`src/rtl/timer_pkg.sv`:
```
/*
  constants of the dual mode compare timer: register offsets, field
  positions, reset values.
  assumes an 8-bit peripheral bus addressing by the low address nibble.
*/
package timer_pkg;
  // register offsets (low nibble of the peripheral address)
  localparam logic [3:0] OFF_CTRL  = 4'h6;
  localparam logic [3:0] OFF_STAT  = 4'h7;
  localparam logic [3:0] OFF_CNT_H = 4'h8;
  localparam logic [3:0] OFF_CNT_L = 4'h9;
  localparam logic [3:0] OFF_CMP_H = 4'hA;
  localparam logic [3:0] OFF_CMP_L = 4'hB;
  // timer_control fields
  localparam int B_TOL_H = 7;
  localparam int B_SEL_H = 4;
  localparam int B_TOL_L = 3;
  localparam int B_SEL_L = 0;
  // timer_status_control fields
  localparam int B_OVF_H  = 7;
  localparam int B_CMF_H  = 6;
  localparam int B_OVIE_H = 5;
  localparam int B_CCLR_H = 4;
  localparam int B_OVF_L  = 3;
  localparam int B_CMF_L  = 2;
  localparam int B_OVIE_L = 1;
  localparam int B_CCLR_L = 0;
  localparam logic [7:0] FLAG_MASK = 8'hCC;
  // reset values, counter top value, unmapped read value
  localparam logic [7:0] RST_CTRL = 8'h00;
  localparam logic [7:0] RST_STAT = 8'h00;
  localparam logic [7:0] RST_CNT  = 8'h00;
  localparam logic [7:0] RST_CMP  = 8'hFF;
  localparam logic [7:0] CNT_TOP  = 8'hFF;
  localparam logic [7:0] RD_NONE  = 8'hFF;
  // clock select low bits: divide 32, 16, 4, 2
  localparam logic [1:0] SEL_D32 = 2'h0;
  localparam logic [1:0] SEL_D16 = 2'h1;
  localparam logic [1:0] SEL_D4  = 2'h2;
  localparam logic [1:0] SEL_D2  = 2'h3;
endpackage

```
`src/rtl/count_half.sv`:
```
/*
  one 8-bit half of the timer counter: count, clear, load.
  assumes tick, clear and load come from the parent in the same clock.
*/
`timescale 1ns/1ps
module count_half (
  input  wire logic       i_clk_sys,
  input  wire logic       i_rst_n,
  input  wire logic       i_tick,
  input  wire logic       i_clear,
  input  wire logic       i_wr,
  input  wire logic [7:0] i_wdata,
  output logic [7:0]      o_count,
  output logic            o_wrap
);
  logic [7:0] count_reg;

  assign o_count = count_reg;
  // a write or a clear in the same cycle swallows the wrap
  assign o_wrap = i_tick & ~i_clear & ~i_wr &
                  (count_reg == timer_pkg::CNT_TOP);

  always_ff @(posedge i_clk_sys or negedge i_rst_n) begin
    if (!i_rst_n) begin
      count_reg <= timer_pkg::RST_CNT;
    end else if (i_wr) begin
      count_reg <= i_wdata;
    end else if (i_clear) begin
      count_reg <= 8'h00;
    end else if (i_tick) begin
      count_reg <= count_reg + 8'h01;
    end
  end
endmodule

```
`src/rtl/dual_mode_compare_timer.sv`:
```
/*
  dual mode compare timer: one 16-bit counter or two 8-bit counters,
  compare, flags, toggle pins, interrupt request pulses.
  assumes an 8-bit cpu bus with one-cycle read and write strobes,
  inputs synchronous to i_clk_sys, i_run high in active and sleep.
*/
`timescale 1ns/1ps
// Functional notes
// - upper overflow flag set on upper wrap; cleared by 0 after read 1
// - upper match flag set on upper match; software only clears it
// - overflow interrupt enable bits 5 and 1, reset to zero
// - upper clear enable clears whole counter (16-bit) or upper half
// - lower overflow flag set on lower wrap; read-1-write-0 clears
// - lower match flag set on lower match; read-1-write-0 clears
// - lower clear enable clears lower counter on its match in 8-bit mode
// - status register resets to zero
// - 16-bit write: upper byte to latch, lower write moves both
// - in 16-bit mode upper counter read captures lower byte; lower read returns it
// - compare reads return register bytes directly
// - upper clock select msb picks 16-bit or two 8-bit counters
// - reset: counter zero, compare all ones, control zero, event clock
// - 16-bit match sets flag, toggles upper pin, irq, optional clear
// - 16-bit overflow sets flag; irq needs both enables
// - internal clocks divide by 32, 16, 4 or 2
// - lower counter counts selected event edge; irq pulses last one clock
// - toggle pin shows level bit, inverts on each match
// - match fires when counter advances off the matching value
// - counter runs only when i_run; registers always retained
// - 8-bit match per half: flag, irq, toggle, optional clear
// - writing a level bit drives the pin immediately
// - in 16-bit mode upper counts lower overflows
module dual_mode_compare_timer (
  input  wire logic       i_clk_sys,
  input  wire logic       i_reset_n,
  input  wire logic [3:0] i_addr,
  input  wire logic       i_wr,
  input  wire logic       i_rd,
  input  wire logic [7:0] i_wdata,
  input  wire logic       i_event_pin,
  input  wire logic       i_event_edge_select,
  input  wire logic       i_upper_irq_enable,
  input  wire logic       i_lower_irq_enable,
  input  wire logic       i_run,
  output logic [7:0]      o_rdata,
  output logic            o_upper_toggle_pin,
  output logic            o_lower_toggle_pin,
  output logic            o_upper_irq,
  output logic            o_lower_irq
);
  logic [1:0] rst_sync_reg;
  logic       rst_n;
  logic [7:0] ctrl_reg;
  logic [7:0] stat_reg;
  logic [7:0] stat_next;
  logic [7:0] armed_reg;
  logic [7:0] cmp_h_reg;
  logic [7:0] cmp_l_reg;
  logic [7:0] latch_reg;
  logic [7:0] rdata_reg;
  logic [4:0] presc_reg;
  logic       ev_prev_reg;
  logic       up_pin_reg;
  logic       lo_pin_reg;
  logic       up_irq_reg;
  logic       lo_irq_reg;
  logic       mode16;
  logic       ev_edge;
  logic       lo_tick;
  logic       up_tick;
  logic       lo_wrap;
  logic       up_wrap;
  logic [7:0] cnt_h;
  logic [7:0] cnt_l;
  logic       wr_ctrl;
  logic       wr_stat;
  logic       wr_cnt_h;
  logic       wr_cnt_l;
  logic       wr_cmp_h;
  logic       wr_cmp_l;
  logic       up_cnt_wr;
  logic       up_cmp_wr;
  logic [7:0] up_wdata;
  logic       match_w;
  logic       match_l;
  logic       match_h8;
  logic       match_u;
  logic       lo_clr;
  logic       up_clr;
  logic [7:0] flag_set;
  logic [7:0] flag_clr;

  // async assert, clocked release
  always_ff @(posedge i_clk_sys or negedge i_reset_n) begin
    if (!i_reset_n) begin
      rst_sync_reg <= 2'h0;
    end else begin
      rst_sync_reg <= {rst_sync_reg[0], 1'b1};
    end
  end
  assign rst_n = rst_sync_reg[1];

  assign wr_ctrl  = i_wr & (i_addr == timer_pkg::OFF_CTRL);
  assign wr_stat  = i_wr & (i_addr == timer_pkg::OFF_STAT);
  assign wr_cnt_h = i_wr & (i_addr == timer_pkg::OFF_CNT_H);
  assign wr_cnt_l = i_wr & (i_addr == timer_pkg::OFF_CNT_L);
  assign wr_cmp_h = i_wr & (i_addr == timer_pkg::OFF_CMP_H);
  assign wr_cmp_l = i_wr & (i_addr == timer_pkg::OFF_CMP_L);

  assign mode16 = ~ctrl_reg[timer_pkg::B_SEL_H + 2];

  // divide taps share one free-running prescaler
  function automatic logic tap(input logic [1:0] sel,
                               input logic [4:0] p);
    case (sel)
      timer_pkg::SEL_D32: tap = &p[4:0];
      timer_pkg::SEL_D16: tap = &p[3:0];
      timer_pkg::SEL_D4:  tap = &p[1:0];
      timer_pkg::SEL_D2:  tap = p[0];
      default:            tap = 1'b0;
    endcase
  endfunction

  always_ff @(posedge i_clk_sys or negedge rst_n) begin
    if (!rst_n) begin
      presc_reg <= 5'h00;
    end else begin
      presc_reg <= presc_reg + 5'h01;
    end
  end

  always_ff @(posedge i_clk_sys or negedge rst_n) begin
    if (!rst_n) begin
      ev_prev_reg <= 1'b0;
    end else begin
      ev_prev_reg <= i_event_pin;
    end
  end
  // one sample per clock, so pulses under one clock may be missed
  assign ev_edge = i_event_edge_select ? (i_event_pin & ~ev_prev_reg)
                                       : (~i_event_pin & ev_prev_reg);

  assign lo_tick = i_run & (ctrl_reg[timer_pkg::B_SEL_L + 2]
                   ? tap(ctrl_reg[timer_pkg::B_SEL_L +: 2], presc_reg)
                   : ev_edge);
  assign up_tick = mode16 ? lo_wrap
                   : i_run & tap(ctrl_reg[timer_pkg::B_SEL_H +: 2],
                                 presc_reg);

  // compare write in the match cycle inhibits the match
  assign match_w  = lo_tick & ~wr_cmp_l &
                    ({cnt_h, cnt_l} == {cmp_h_reg, cmp_l_reg});
  assign match_l  = lo_tick & ~wr_cmp_l & (cnt_l == cmp_l_reg);
  assign match_h8 = up_tick & ~wr_cmp_h & (cnt_h == cmp_h_reg);
  assign match_u  = mode16 ? match_w : match_h8;

  assign lo_clr = mode16 ? (match_w & stat_reg[timer_pkg::B_CCLR_H])
                         : (match_l & stat_reg[timer_pkg::B_CCLR_L]);
  assign up_clr = match_u & stat_reg[timer_pkg::B_CCLR_H];

  assign up_cnt_wr = mode16 ? wr_cnt_l : wr_cnt_h;
  assign up_cmp_wr = mode16 ? wr_cmp_l : wr_cmp_h;
  assign up_wdata  = mode16 ? latch_reg : i_wdata;

  count_half u_lower (
    .i_clk_sys (i_clk_sys),
    .i_rst_n   (rst_n),
    .i_tick    (lo_tick),
    .i_clear   (lo_clr),
    .i_wr      (wr_cnt_l),
    .i_wdata   (i_wdata),
    .o_count   (cnt_l),
    .o_wrap    (lo_wrap)
  );

  count_half u_upper (
    .i_clk_sys (i_clk_sys),
    .i_rst_n   (rst_n),
    .i_tick    (up_tick),
    .i_clear   (up_clr),
    .i_wr      (up_cnt_wr),
    .i_wdata   (up_wdata),
    .o_count   (cnt_h),
    .o_wrap    (up_wrap)
  );

  always_ff @(posedge i_clk_sys or negedge rst_n) begin
    if (!rst_n) begin
      ctrl_reg <= timer_pkg::RST_CTRL;
    end else if (wr_ctrl) begin
      ctrl_reg <= i_wdata;
    end
  end

  always_ff @(posedge i_clk_sys or negedge rst_n) begin
    if (!rst_n) begin
      cmp_h_reg <= timer_pkg::RST_CMP;
      cmp_l_reg <= timer_pkg::RST_CMP;
    end else begin
      if (up_cmp_wr) begin
        cmp_h_reg <= up_wdata;
      end
      if (wr_cmp_l) begin
        cmp_l_reg <= i_wdata;
      end
    end
  end

  // latch shared by 16-bit writes and counter reads
  always_ff @(posedge i_clk_sys or negedge rst_n) begin
    if (!rst_n) begin
      latch_reg <= 8'h00;
    end else if (mode16 && (wr_cnt_h || wr_cmp_h)) begin
      latch_reg <= i_wdata;
    end else if (mode16 && i_rd && i_addr == timer_pkg::OFF_CNT_H) begin
      latch_reg <= cnt_l;
    end
  end

  // hardware set beats software clear
  assign flag_set = {up_wrap, match_u, 2'b00, lo_wrap, match_l, 2'b00};
  assign flag_clr = wr_stat ? (timer_pkg::FLAG_MASK & ~i_wdata & armed_reg)
                            : 8'h00;
  always_comb begin
    stat_next = stat_reg & ~flag_clr;
    if (wr_stat) begin
      stat_next = (i_wdata & ~timer_pkg::FLAG_MASK) |
                  (stat_next & timer_pkg::FLAG_MASK);
    end
    stat_next = stat_next | flag_set;
  end

  always_ff @(posedge i_clk_sys or negedge rst_n) begin
    if (!rst_n) begin
      stat_reg <= timer_pkg::RST_STAT;
    end else begin
      stat_reg <= stat_next;
    end
  end

  // a flag may only be cleared once it has been read as one
  always_ff @(posedge i_clk_sys or negedge rst_n) begin
    if (!rst_n) begin
      armed_reg <= 8'h00;
    end else if (wr_stat) begin
      armed_reg <= 8'h00;
    end else if (i_rd && i_addr == timer_pkg::OFF_STAT) begin
      armed_reg <= armed_reg | (stat_reg & timer_pkg::FLAG_MASK);
    end
  end

  always_ff @(posedge i_clk_sys or negedge rst_n) begin
    if (!rst_n) begin
      rdata_reg <= 8'h00;
    end else if (i_rd) begin
      case (i_addr)
        timer_pkg::OFF_STAT:  rdata_reg <= stat_reg;
        timer_pkg::OFF_CNT_H: rdata_reg <= cnt_h;
        timer_pkg::OFF_CNT_L: rdata_reg <= mode16 ? latch_reg : cnt_l;
        timer_pkg::OFF_CMP_H: rdata_reg <= cmp_h_reg;
        timer_pkg::OFF_CMP_L: rdata_reg <= cmp_l_reg;
        default:              rdata_reg <= timer_pkg::RD_NONE;
      endcase
    end
  end

  // level write wins over a match in the same cycle
  always_ff @(posedge i_clk_sys or negedge rst_n) begin
    if (!rst_n) begin
      up_pin_reg <= 1'b0;
      lo_pin_reg <= 1'b0;
    end else if (wr_ctrl) begin
      up_pin_reg <= i_wdata[timer_pkg::B_TOL_H];
      lo_pin_reg <= i_wdata[timer_pkg::B_TOL_L];
    end else begin
      up_pin_reg <= up_pin_reg ^ match_u;
      lo_pin_reg <= lo_pin_reg ^ match_l;
    end
  end

  always_ff @(posedge i_clk_sys or negedge rst_n) begin
    if (!rst_n) begin
      up_irq_reg <= 1'b0;
      lo_irq_reg <= 1'b0;
    end else begin
      up_irq_reg <= i_upper_irq_enable & (match_u |
                    (up_wrap & stat_reg[timer_pkg::B_OVIE_H]));
      lo_irq_reg <= i_lower_irq_enable & (match_l |
                    (lo_wrap & stat_reg[timer_pkg::B_OVIE_L]));
    end
  end

  assign o_rdata            = rdata_reg;
  assign o_upper_toggle_pin = up_pin_reg;
  assign o_lower_toggle_pin = lo_pin_reg;
  assign o_upper_irq        = up_irq_reg;
  assign o_lower_irq        = lo_irq_reg;
endmodule

```
`config.mk`:
```
export PLATFORM = sky130hd
export DESIGN_NAME = dual_mode_compare_timer
export DESIGN_NICKNAME = d
export VERILOG_FILES = /design/src/rtl/timer_pkg.sv /design/src/rtl/count_half.sv /design/src/rtl/dual_mode_compare_timer.sv
export SDC_FILE = /design/constraint.sdc
export NUM_CORES = 1
export LEC_CHECK = 0
export BUFFER_PORTS_ARGS = -buffer_cell sky130_fd_sc_hd__buf_2
export CORE_UTILIZATION = 45
export DETAILED_ROUTE_END_ITERATION = 8
export PLACE_DENSITY = 0.61
export SETUP_SLACK_MARGIN = 0.4
export SYNTH_ARGS = -nofsm -noshare
export SYNTH_HDL_FRONTEND = slang
export SYNTH_SLANG_ARGS = --single-unit
```
`constraint.sdc`:
```
create_clock -name i_clk_sys -period 6.3 [get_ports i_clk_sys]
set_input_delay 1.26 -clock i_clk_sys [delete_from_list [all_inputs] [get_ports i_clk_sys]]
set_output_delay 1.26 -clock i_clk_sys [all_outputs]
set_load 0.02 [all_outputs]
```
==> flow_metrics.tcl, run 1 <==
set metrics [dict create \
    synthCells 435 \
    die_h_um 99.6 \
    first_iter_violations 243 \
    maxSlewHeadroom_pct 26.7 \
    synth_top_cell_area_share_pct 36.2 \
    grt_max_degree 77 \
    dp_hpwl_um 8000 \
    p_per_area_nw_per_um2 364 \
    cts_setup_buffers 0 \
    dr.pass1.iters 5 \
    leakage_nw 2.05 \
    status "finished, final reports clean" \
    vias 3394 \
    ff2ff_path_depth 6 \
    area_growth_pct 11.3 \
    synth_cell_type_count 56 \
    max_freq_mhz 284 \
    syn-cell-area_um2 4280 \
    fin_crit_ns 3.52 \
    synth_area_leaders "dfrtp_1 (36%), dfstp_2 (9.8%), mux2i_1 (6.1%)" \
    synth_ff_type "dfrtp_1" \
    hold_class "reg2reg" \
    hold_viol 0 \
    synth_warnings 0 \
    totalNegativeSetupSlack_ns 0 \
    synth_nets 460 \
    path_max_fanout 18 \
    htreeDepth 3 \
    diodes 0 \
    routabilityCongestion 0.872 \
    worstPathArrival_ns 3.76 \
    start_kind "primary input" \
    viasPerCell 5.71 \
    grt-ovfl-total 0 \
    drv_cap 0 \
    fin_total_pwr_mw 1.73 \
    synthTopCellsByCount "dfrtp_1 (62), nand2_1 (54), nor2_1 (40)" \
    coreArea_um2 9240 \
    holdPathStages 0 \
    ant_nets 0 \
    ys_async_sr_fraction_pct 100 \
    synth.most_common_cell "dfrtp_1" \
    yosys.area.top_type "dfrtp_1" \
    track_usage_pct 23.9 \
    cts_sinks 78 \
    clk_latency_ns 0.35 \
    nNetsFinal 485 \
    avgSynthCellArea_um2 9.85 \
    antenna_found_initial 0 \
    fin_worst_skew_ns 0.00902 \
    cts.path.max_buffers 2 \
    crit_required_ns 6.55 \
    cts_hold_buf 0 \
    rsz0062_at_grt "false" \
    setup_viol 0 \
    grt_pass1_vias 3239 \
    wl_per_cell_um 18.7 \
    worst_pin_slew_ns 1.10 \
    clk_pin_slew_ns 0.08 \
    final_cells 594 \
    cts_resized 0 \
    ys_ff_latch 78 \
    ys_seq_area_share_pct 46.0 \
    numPortBuffers 32 \
    ir_worst_vdd_v 0.000173 \
    numCtsBuffers 9 \
    dp_cells 578 \
    tritoncts "built" \
    slew_violations 0 \
    wirelength_um 11100 \
    rows 35 \
    grt_pass1_wl_um 17800 \
    io_pins 33 \
    die-width_um 99.6 \
    cp-end-kind "flop" \
    start_util_pct 46.4 \
    timing_worst_setup_path_type "in2reg" \
    drc_errors 0 \
    die_area_um2 9910 \
    synth_edf_count 0 \
    drive_gt1_share_pct 20.9 \
    clockRootBuffer "clkbuf_8" \
    finalCritPeriodShare_pct 55.8 \
]
worst max-delay path, cell delays in order:
cell and delay [ns]:
buf_2 0.27, nor2b_1 0.11, and3_1 0.41, or3_4 0.49
a2111oi_4 0.38, nor2_2 0.18, or4_1 0.53, o211a_1 0.13
routing by layer:
| metal | track usage [%] | routed length (um) |
|---|---|---|
| met5 | 0 | 0 |
| met4 | 9.50 | 309 |
| met2 | 36.5 | 5040 |
| met1 | 33.6 | 5030 |
| met3 | 4.64 | 706 |
layout by cell type, fill, tap and decap left out, types with 8 or more instances in the layout:
cell / count
xor2_1: 21
mux2_2: 22
dfstp_2: 16
clkbuf_8: 9
mux2i_1: 26
nand3_1: 13
o21ai_0: 19
nor2_1: 40
xnor2_1: 9
inv_1: 9
buf_2: 32
a21oi_1: 30
nand2_1: 54
dfrtp_1: 61
o31ai_1: 8
a221oi_1: 8
through the flow:
stage	worst slack (ns)	util (%)	cell area (um2)	hold slack, ns
after global placement	2.47	49.0	4530	0.338
after floorplan	2.93	-	4280	0.331
after detailed placement	2.40	49.0	4530	0.341
final	2.78	51.6	4770	0.361
after global routing	2.62	51.6	4770	0.373
after CTS	2.79	51.6	4770	0.363
path summary, 6_finish.rpt:
check	start	end	slack (ns)
max	i_addr[1]	u_upper.o_count[4]	2.78
min	rst_sync_reg[0]	rst_sync_reg[1]	0.36
max reg2reg	u_lower.o_count[3]	u_lower.o_count[5]	3.20
min reg2reg	rst_sync_reg[0]	rst_sync_reg[1]	0.36
max in group asynchronous	rst_sync_reg[1]	presc_reg[0]	5.16
min in group asynchronous	rst_sync_reg[1]	u_lower.o_count[4]	0.49
cell type report:
type / count / area [um2]
multi-input combinational: 328 / 2180
fill: 889 / 4470
inverter: 9 / 33.8
sequential: 78 / 1980
clock buffer: 10 / 128
clock inverter: 6 / 111
tap: 129 / 161
timing repair buffer: 34 / 175
power by group:
part           internal (mW)  switching, mW
Sequential             0.660          0.159
Combinational          0.217          0.247
Clock                  0.263          0.187
kinds of logic after synthesis:
family,count (synthesis),share of synthesized area [%]
AOI/OAI and AO/OA,99,15.5
muxes,48,11.9
adders and majority gates,4,1.17
xor gates and xnor gates,30,6.14
DFF,78,46.0
and+or+nand+nor,146,16.3
buffers and inverters,29,2.98
other,1,0.0876
(Power assumes the default switching activity.)
==> run 2, diff against run 1 <==
- PLACE_DENSITY: 0.61 -> 0.63
- clock period: 6.3 -> 3.1 ns (I/O delays scaled with it)
==> flow_metrics.tcl, run 2 (synthesized netlist as in run 1, its figures left out) <==
set metrics [dict create \
    crit_required_ns 3.35 \
    status "finished, final reports clean" \
    area_growth_pct 15.8 \
    fin_crit_ns 2.61 \
    die_area_um2 9910 \
    crit-reg2reg-launch "presc_reg[1]" \
    worstPathArrival_ns 2.86 \
    rsz0062_at_grt "false" \
    fin_util_pct 53.7 \
    wl_met1_um 5080 \
    drive_gt1_share_pct 25.7 \
    leakage_nw 2.14 \
    cp-end-kind "flop" \
    io_pins 33 \
    numCtsBuffers 9 \
    rrSetupSlack_ns 0.49 \
    ant_nets 0 \
    dpl_worst_slack_ns 0.181 \
    layout_common_cells "dfrtp_1 (61), nand2_1 (54), nor2_1 (40)" \
    clk_pin_slew_ns 0.08 \
    worst_pin_slew_ns 1.01 \
    nNetsFinal 506 \
    finalCritPeriodShare_pct 84.3 \
    viasPerCell 5.62 \
    wl_per_cell_um 18.5 \
    fin_worst_skew_ns 0.00937 \
    htreeDepth 3 \
    dr.pass1.iters 5 \
    drv_cap 0 \
    slew_violations 0 \
    track_usage_pct 24.2 \
    fin_total_pwr_mw 3.42 \
    clk_latency_ns 0.36 \
    hold_viol 0 \
    max_freq_mhz 383 \
    vias 3455 \
    diodes 0 \
    cts_sinks 78 \
    cts.path.max_buffers 2 \
    numPortBuffers 32 \
    first_iter_violations 206 \
    antenna_found_initial 0 \
    grt_pass1_wl_um 17900 \
    path_max_fanout 7 \
    maxSlewHeadroom_pct 32.8 \
    wl_met3_um 439 \
    rows 35 \
    final_common_cell "dfrtp_1" \
    drc_errors 0 \
    grt_pass1_vias 3365 \
    die_h_um 99.6 \
    wl_met2_um 5520 \
    hold_class "in2async" \
    critical_path.startpoint "presc_reg[1]" \
    clockRootBuffer "clkbuf_8" \
    die-width_um 99.6 \
    timing.final.ws_setup_ns 0.486 \
    timing_worst_setup_path_type "reg2reg" \
    cts_hold_buf 0 \
    start_kind "flop" \
    routabilityCongestion 0.898 \
    ff2ff_path_depth 13 \
    start_util_pct 46.4 \
    regToRegEndpoint "u_upper.o_count[0]" \
    top_layer_used "met4" \
    endpoint "u_upper.o_count[0]" \
    dp_hpwl_um 8200 \
    grt-ovfl-total 0 \
    coreArea_um2 9240 \
    p_per_area_nw_per_um2 689 \
    setup_viol 0 \
    totalNegativeSetupSlack_ns 0 \
    ir_worst_vdd_v 0.000289 \
    grt_max_degree 77 \
    wirelength_um 11400 \
    tritoncts "built" \
]
[run 2: changes by cell type in the layout (fill, tap and decap cells not counted), sizes merged]
cell and change:
bufinv -2, buf +21, clkinv +2
[run 2: how the worst min path moves through the flow]
stage / end / slack (ns) / from / cells after the start
global route: rst_sync_reg[0] / 0.01 / i_reset_n / 1
global placement: rst_sync_reg[1] / 0.34 / rst_sync_reg[0] / 0
detailed placement: rst_sync_reg[1] / 0.34 / rst_sync_reg[0] / 0
CTS: rst_sync_reg[1] / 0.03 / i_reset_n / 1
floorplan: rst_sync_reg[0] / 0.32 / i_reset_n / 0
finish: rst_sync_reg[1] / 0.03 / i_reset_n / 1
[run 2: worst max-delay path, cell delays in order, from the launching register on]
cell	delay [ns]
dfrtp_1	0.41
ha_4	0.17
nand3_4	0.09
inv_4	0.07
ha_4	0.12
mux2i_1	0.07
a31oi_1	0.23
nand3_1	0.17
a2111oi_4	0.46
nor2_4	0.10
buf_4	0.16
buf_4	0.12
xnor2_1	0.12
a31o_1	0.22
[run 2: power by group]
group / total, mW / internal (mW) / switching [mW]
combinational: 0.973 / 0.470 / 0.503
sequential: 1.67 / 1.34 / 0.330
clock: 0.774 / 0.391 / 0.383
[run 2: repair_timing]
item | 4_1_cts | 5_1_grt
resized for setup | 2 | 12
pin swaps | 4 | 9
setup endpoints to repair | 5 | 20
setup buffers | 6 | 6
[run 2: final cells by class]
| cell class | count | area, um2 |
|---|---|---|
| Clock buffer | 10 | 138 |
| Clock inverter | 6 | 61.3 |
| Tap cell | 129 | 161 |
| Fill cell | 844 | 4280 |
| Timing Repair Buffer | 55 | 337 |
| Sequential cell | 78 | 1980 |
| Multi-Input combinational cell | 328 | 2250 |
| Inverter | 9 | 36.3 |
[run 2: routing by layer]
metal,GRT usage (%),vias to the layer above
li1,-,1645
met1,31.9,1697
met2,40.0,92
met3,3.44,21
met4,9.95,0
met5,0,-
[run 2: through the flow]
| step | std cells | cell area (um2) | hold WS [ns] |
|---|---|---|---|
| after floorplan | 435 | 4280 | 0.324 |
| after global placement | 587 | 4600 | 0.338 |
| after detailed placement | 587 | 4600 | 0.336 |
| after CTS | 609 | 4850 | 0.0287 |
| after global routing | 615 | 4960 | 0.0147 |
| final | 615 | 4960 | 0.0259 |
==> run 3, diff against run 2 <==
- ABC_AREA: unset -> 1
- PLACE_DENSITY: 0.63 -> 0.6
- clock period: 3.1 -> 2.45 ns (I/O delays scaled with it)
==> flow_metrics.tcl, run 3 <==
set metrics [dict create \
    cts_sinks 78 \
    synthAdderAreaFrac_pct 1.12 \
    worst_pin_slew_ns 0.589 \
    timing.final.ws_setup_ns 0.310 \
    synth_xor_area_share_pct 4.31 \
    viasPerCell 5.39 \
    hold_viol 0 \
    grt_pass1_vias 3859 \
    synth_top_cell_area_share_pct 34.7 \
    cts.path.max_buffers 2 \
    rsz0062_at_grt "true" \
    vias 4040 \
    drc_errors 0 \
    timing_worst_setup_path_type "reg2reg" \
    slew_violations 0 \
    numCtsBuffers 9 \
    drv_cap 0 \
    routabilityCongestion 0.886 \
    setup_viol 0 \
    worstPathArrival_ns 2.40 \
    synth_compound_area_share_pct 16.9 \
    path_max_fanout 8 \
    layout_common_cells "nand2_1 (119), inv_1 (72), dfrtp_1 (60)" \
    die_h_um 102 \
    ys_ff_latch 78 \
    synth_warnings 0 \
    clk_latency_ns 0.37 \
    max_freq_mhz 467 \
    cp-end-kind "flop" \
    leakage_nw 2.42 \
    synth_ff_type "dfrtp_1" \
    ant_nets 0 \
    rows 36 \
    synth_nets 587 \
    synth_cell_type_count 46 \
    start_util_pct 46.2 \
    die_area_um2 10300 \
    status "finished, final reports clean" \
    crit_chain "ha_2, nand3_2, inv_2, ha_4, inv_2, nand2_1, nand3_2, nand2_1, nor2_1, nor2_1, nand3_2, nand2_2, nand3_4, nand2_4, inv_6, nand3_4, nand2_2, o21ai_2" \
    grt_pass1_wl_um 20300 \
    yosys.area.top_type "dfrtp_1" \
    drive_gt1_share_pct 25.5 \
    dpl_worst_slack_ns 0.107 \
    synth_edf_count 0 \
    avgSynthCellArea_um2 7.96 \
    final_common_cell "nand2_1" \
    diodes 0 \
    crit_required_ns 2.71 \
    nNetsFinal 636 \
    first_iter_violations 269 \
    antenna_found_initial 0 \
    coreArea_um2 9680 \
    cp_common_cell "nand3_2" \
    synthCells 562 \
    ys_async_sr_fraction_pct 100 \
    ys_seq_area_share_pct 44.1 \
    synth_area_leaders "dfrtp_1 (35%), nand2_1 (11%), dfstp_2 (9.4%)" \
    clockRootBuffer "clkbuf_8" \
    fin_worst_skew_ns 0.0106 \
    synth.most_common_cell "nand2_1" \
    htreeDepth 3 \
    track_usage_pct 26.8 \
    wirelength_um 12700 \
    ir_worst_vdd_v 0.000467 \
    dp_hpwl_um 9270 \
    cpMaxStageDelayCell "dfrtp_1" \
    finalCritPeriodShare_pct 87.3 \
    cpPeakStageDelay_ns 0.40 \
    numPortBuffers 32 \
    synth_top_family_by_area "simple AND/OR/NAND/NOR gates" \
    grt-ovfl-total 0 \
    maxSlewHeadroom_pct 60.7 \
    hold_class "in2reg" \
    grt_max_degree 77 \
    io_pins 33 \
    wl_per_cell_um 17.0 \
    totalNegativeSetupSlack_ns 0 \
    fin_crit_ns 2.14 \
    dr.pass1.iters 6 \
    synthTopCellsByCount "nand2_1 (130), inv_1 (74), dfrtp_1 (62)" \
    tritoncts "built" \
    synth-simple-area-share_pct 22.8 \
    die-width_um 102 \
    syn-cell-area_um2 4470 \
    start_kind "flop" \
    synthMuxAreaShare_pct 1.76 \
    area_growth_pct 17.5 \
    clk_pin_slew_ns 0.09 \
    p_per_area_nw_per_um2 937 \
]
## run 3: changes by cell type after synthesis, sizes merged, moves of 9 or more
| cell | change |
|---|---|
| mux2i | -26 |
| inv | +79 |
| mux2 | -15 |
| nand3 | +10 |
| nand2 | +81 |
| o21ai | +49 |
| xor2 | -11 |
| nor2 | +9 |
## run 3: worst paths after layout
path / startpoint / end / slack, ns / cells past startpoint
max: presc_reg[1] / u_upper.o_count[2] / 0.31 / 18
min: i_event_pin / ev_prev_reg / 0.24 / 1
max reg2reg: presc_reg[1] / u_upper.o_count[2] / 0.31 / 18
min reg2reg: rst_sync_reg[1] / ev_prev_reg / 0.33 / 1
max in group asynchronous: rst_sync_reg[1] / cmp_h_reg[3] / 1.75 / 1
min in group asynchronous: rst_sync_reg[1] / ev_prev_reg / 0.33 / 1
## run 3: per-layer routing
metal,up-vias,track usage (%),part of all wire [%]
met1,1959,36.5,46
met3,24,4.62,5.1
met4,0,10.1,2.3
met5,-,0,0
met2,139,42.6,47
li1,1918,-,-
## run 3: area by class of cell
| class | instances | area [um2] |
|---|---|---|
| Timing Repair Buffer | 49 | 315 |
| Clock inverter | 5 | 57.6 |
| Fill cell | 928 | 4430 |
| Tap cell | 133 | 166 |
| Inverter | 89 | 339 |
| Clock buffer | 11 | 151 |
| Multi-Input combinational cell | 384 | 2250 |
| Sequential cell | 78 | 1980 |
## run 3: repair_timing
action,in CTS,in global routing
cloned,2,0
hold endpoints to repair,2,0
setup buffers,6,2
hold buffers,1,0
pin swaps,19,9
gates resized for setup,26,7
endpoints found under the setup margin,21,22
## run 3: kinds of logic after synthesis
group / Yosys count
adder cells (fa/ha/maj): 4
flip-flops: 78
other: 1
multiplexers: 7
buffers and inverters: 102
AND/OR/NAND/NOR: 221
XOR/XNOR: 22
AO/OA/AOI/OAI: 127
## run 3: worst max-delay path: cells and delay by family (launching register included)
family	cells	cell delay [ns]
AND/OR/NAND/NOR	12	1.02
flip-flops	1	0.40
adder cells (fa/ha/maj)	2	0.36
buffers and inverters	3	0.19
AO/OA/AOI/OAI	1	0.05
## run 3: report_power, final
part | switching (mW) | internal, mW | total [mW] | leakage (nW)
Clock | 0.516 | 0.524 | 1.04 | 0.0976
Sequential | 0.348 | 1.72 | 2.07 | 0.924
Combinational | 1.13 | 0.681 | 1.81 | 1.40
## run 3: per-stage QoR
stage | power (mW) | cell area (um2) | hold WS [ns] | instances | util, %
4_1_cts | 4.89 | 5190 | 0.243 | 747 | 53.6
3_3_place_gp | 3.74 | 4820 | 0.275 | 722 | 49.8
2_1_floorplan | 3.29 | 4480 | 0.194 | 562 | -
3_5_place_dp | 3.78 | 4820 | 0.277 | 722 | 49.8
5_1_grt | 5.26 | 5260 | 0.244 | 749 | 54.3
6_report | 4.92 | 5260 | 0.242 | 749 | 54.3
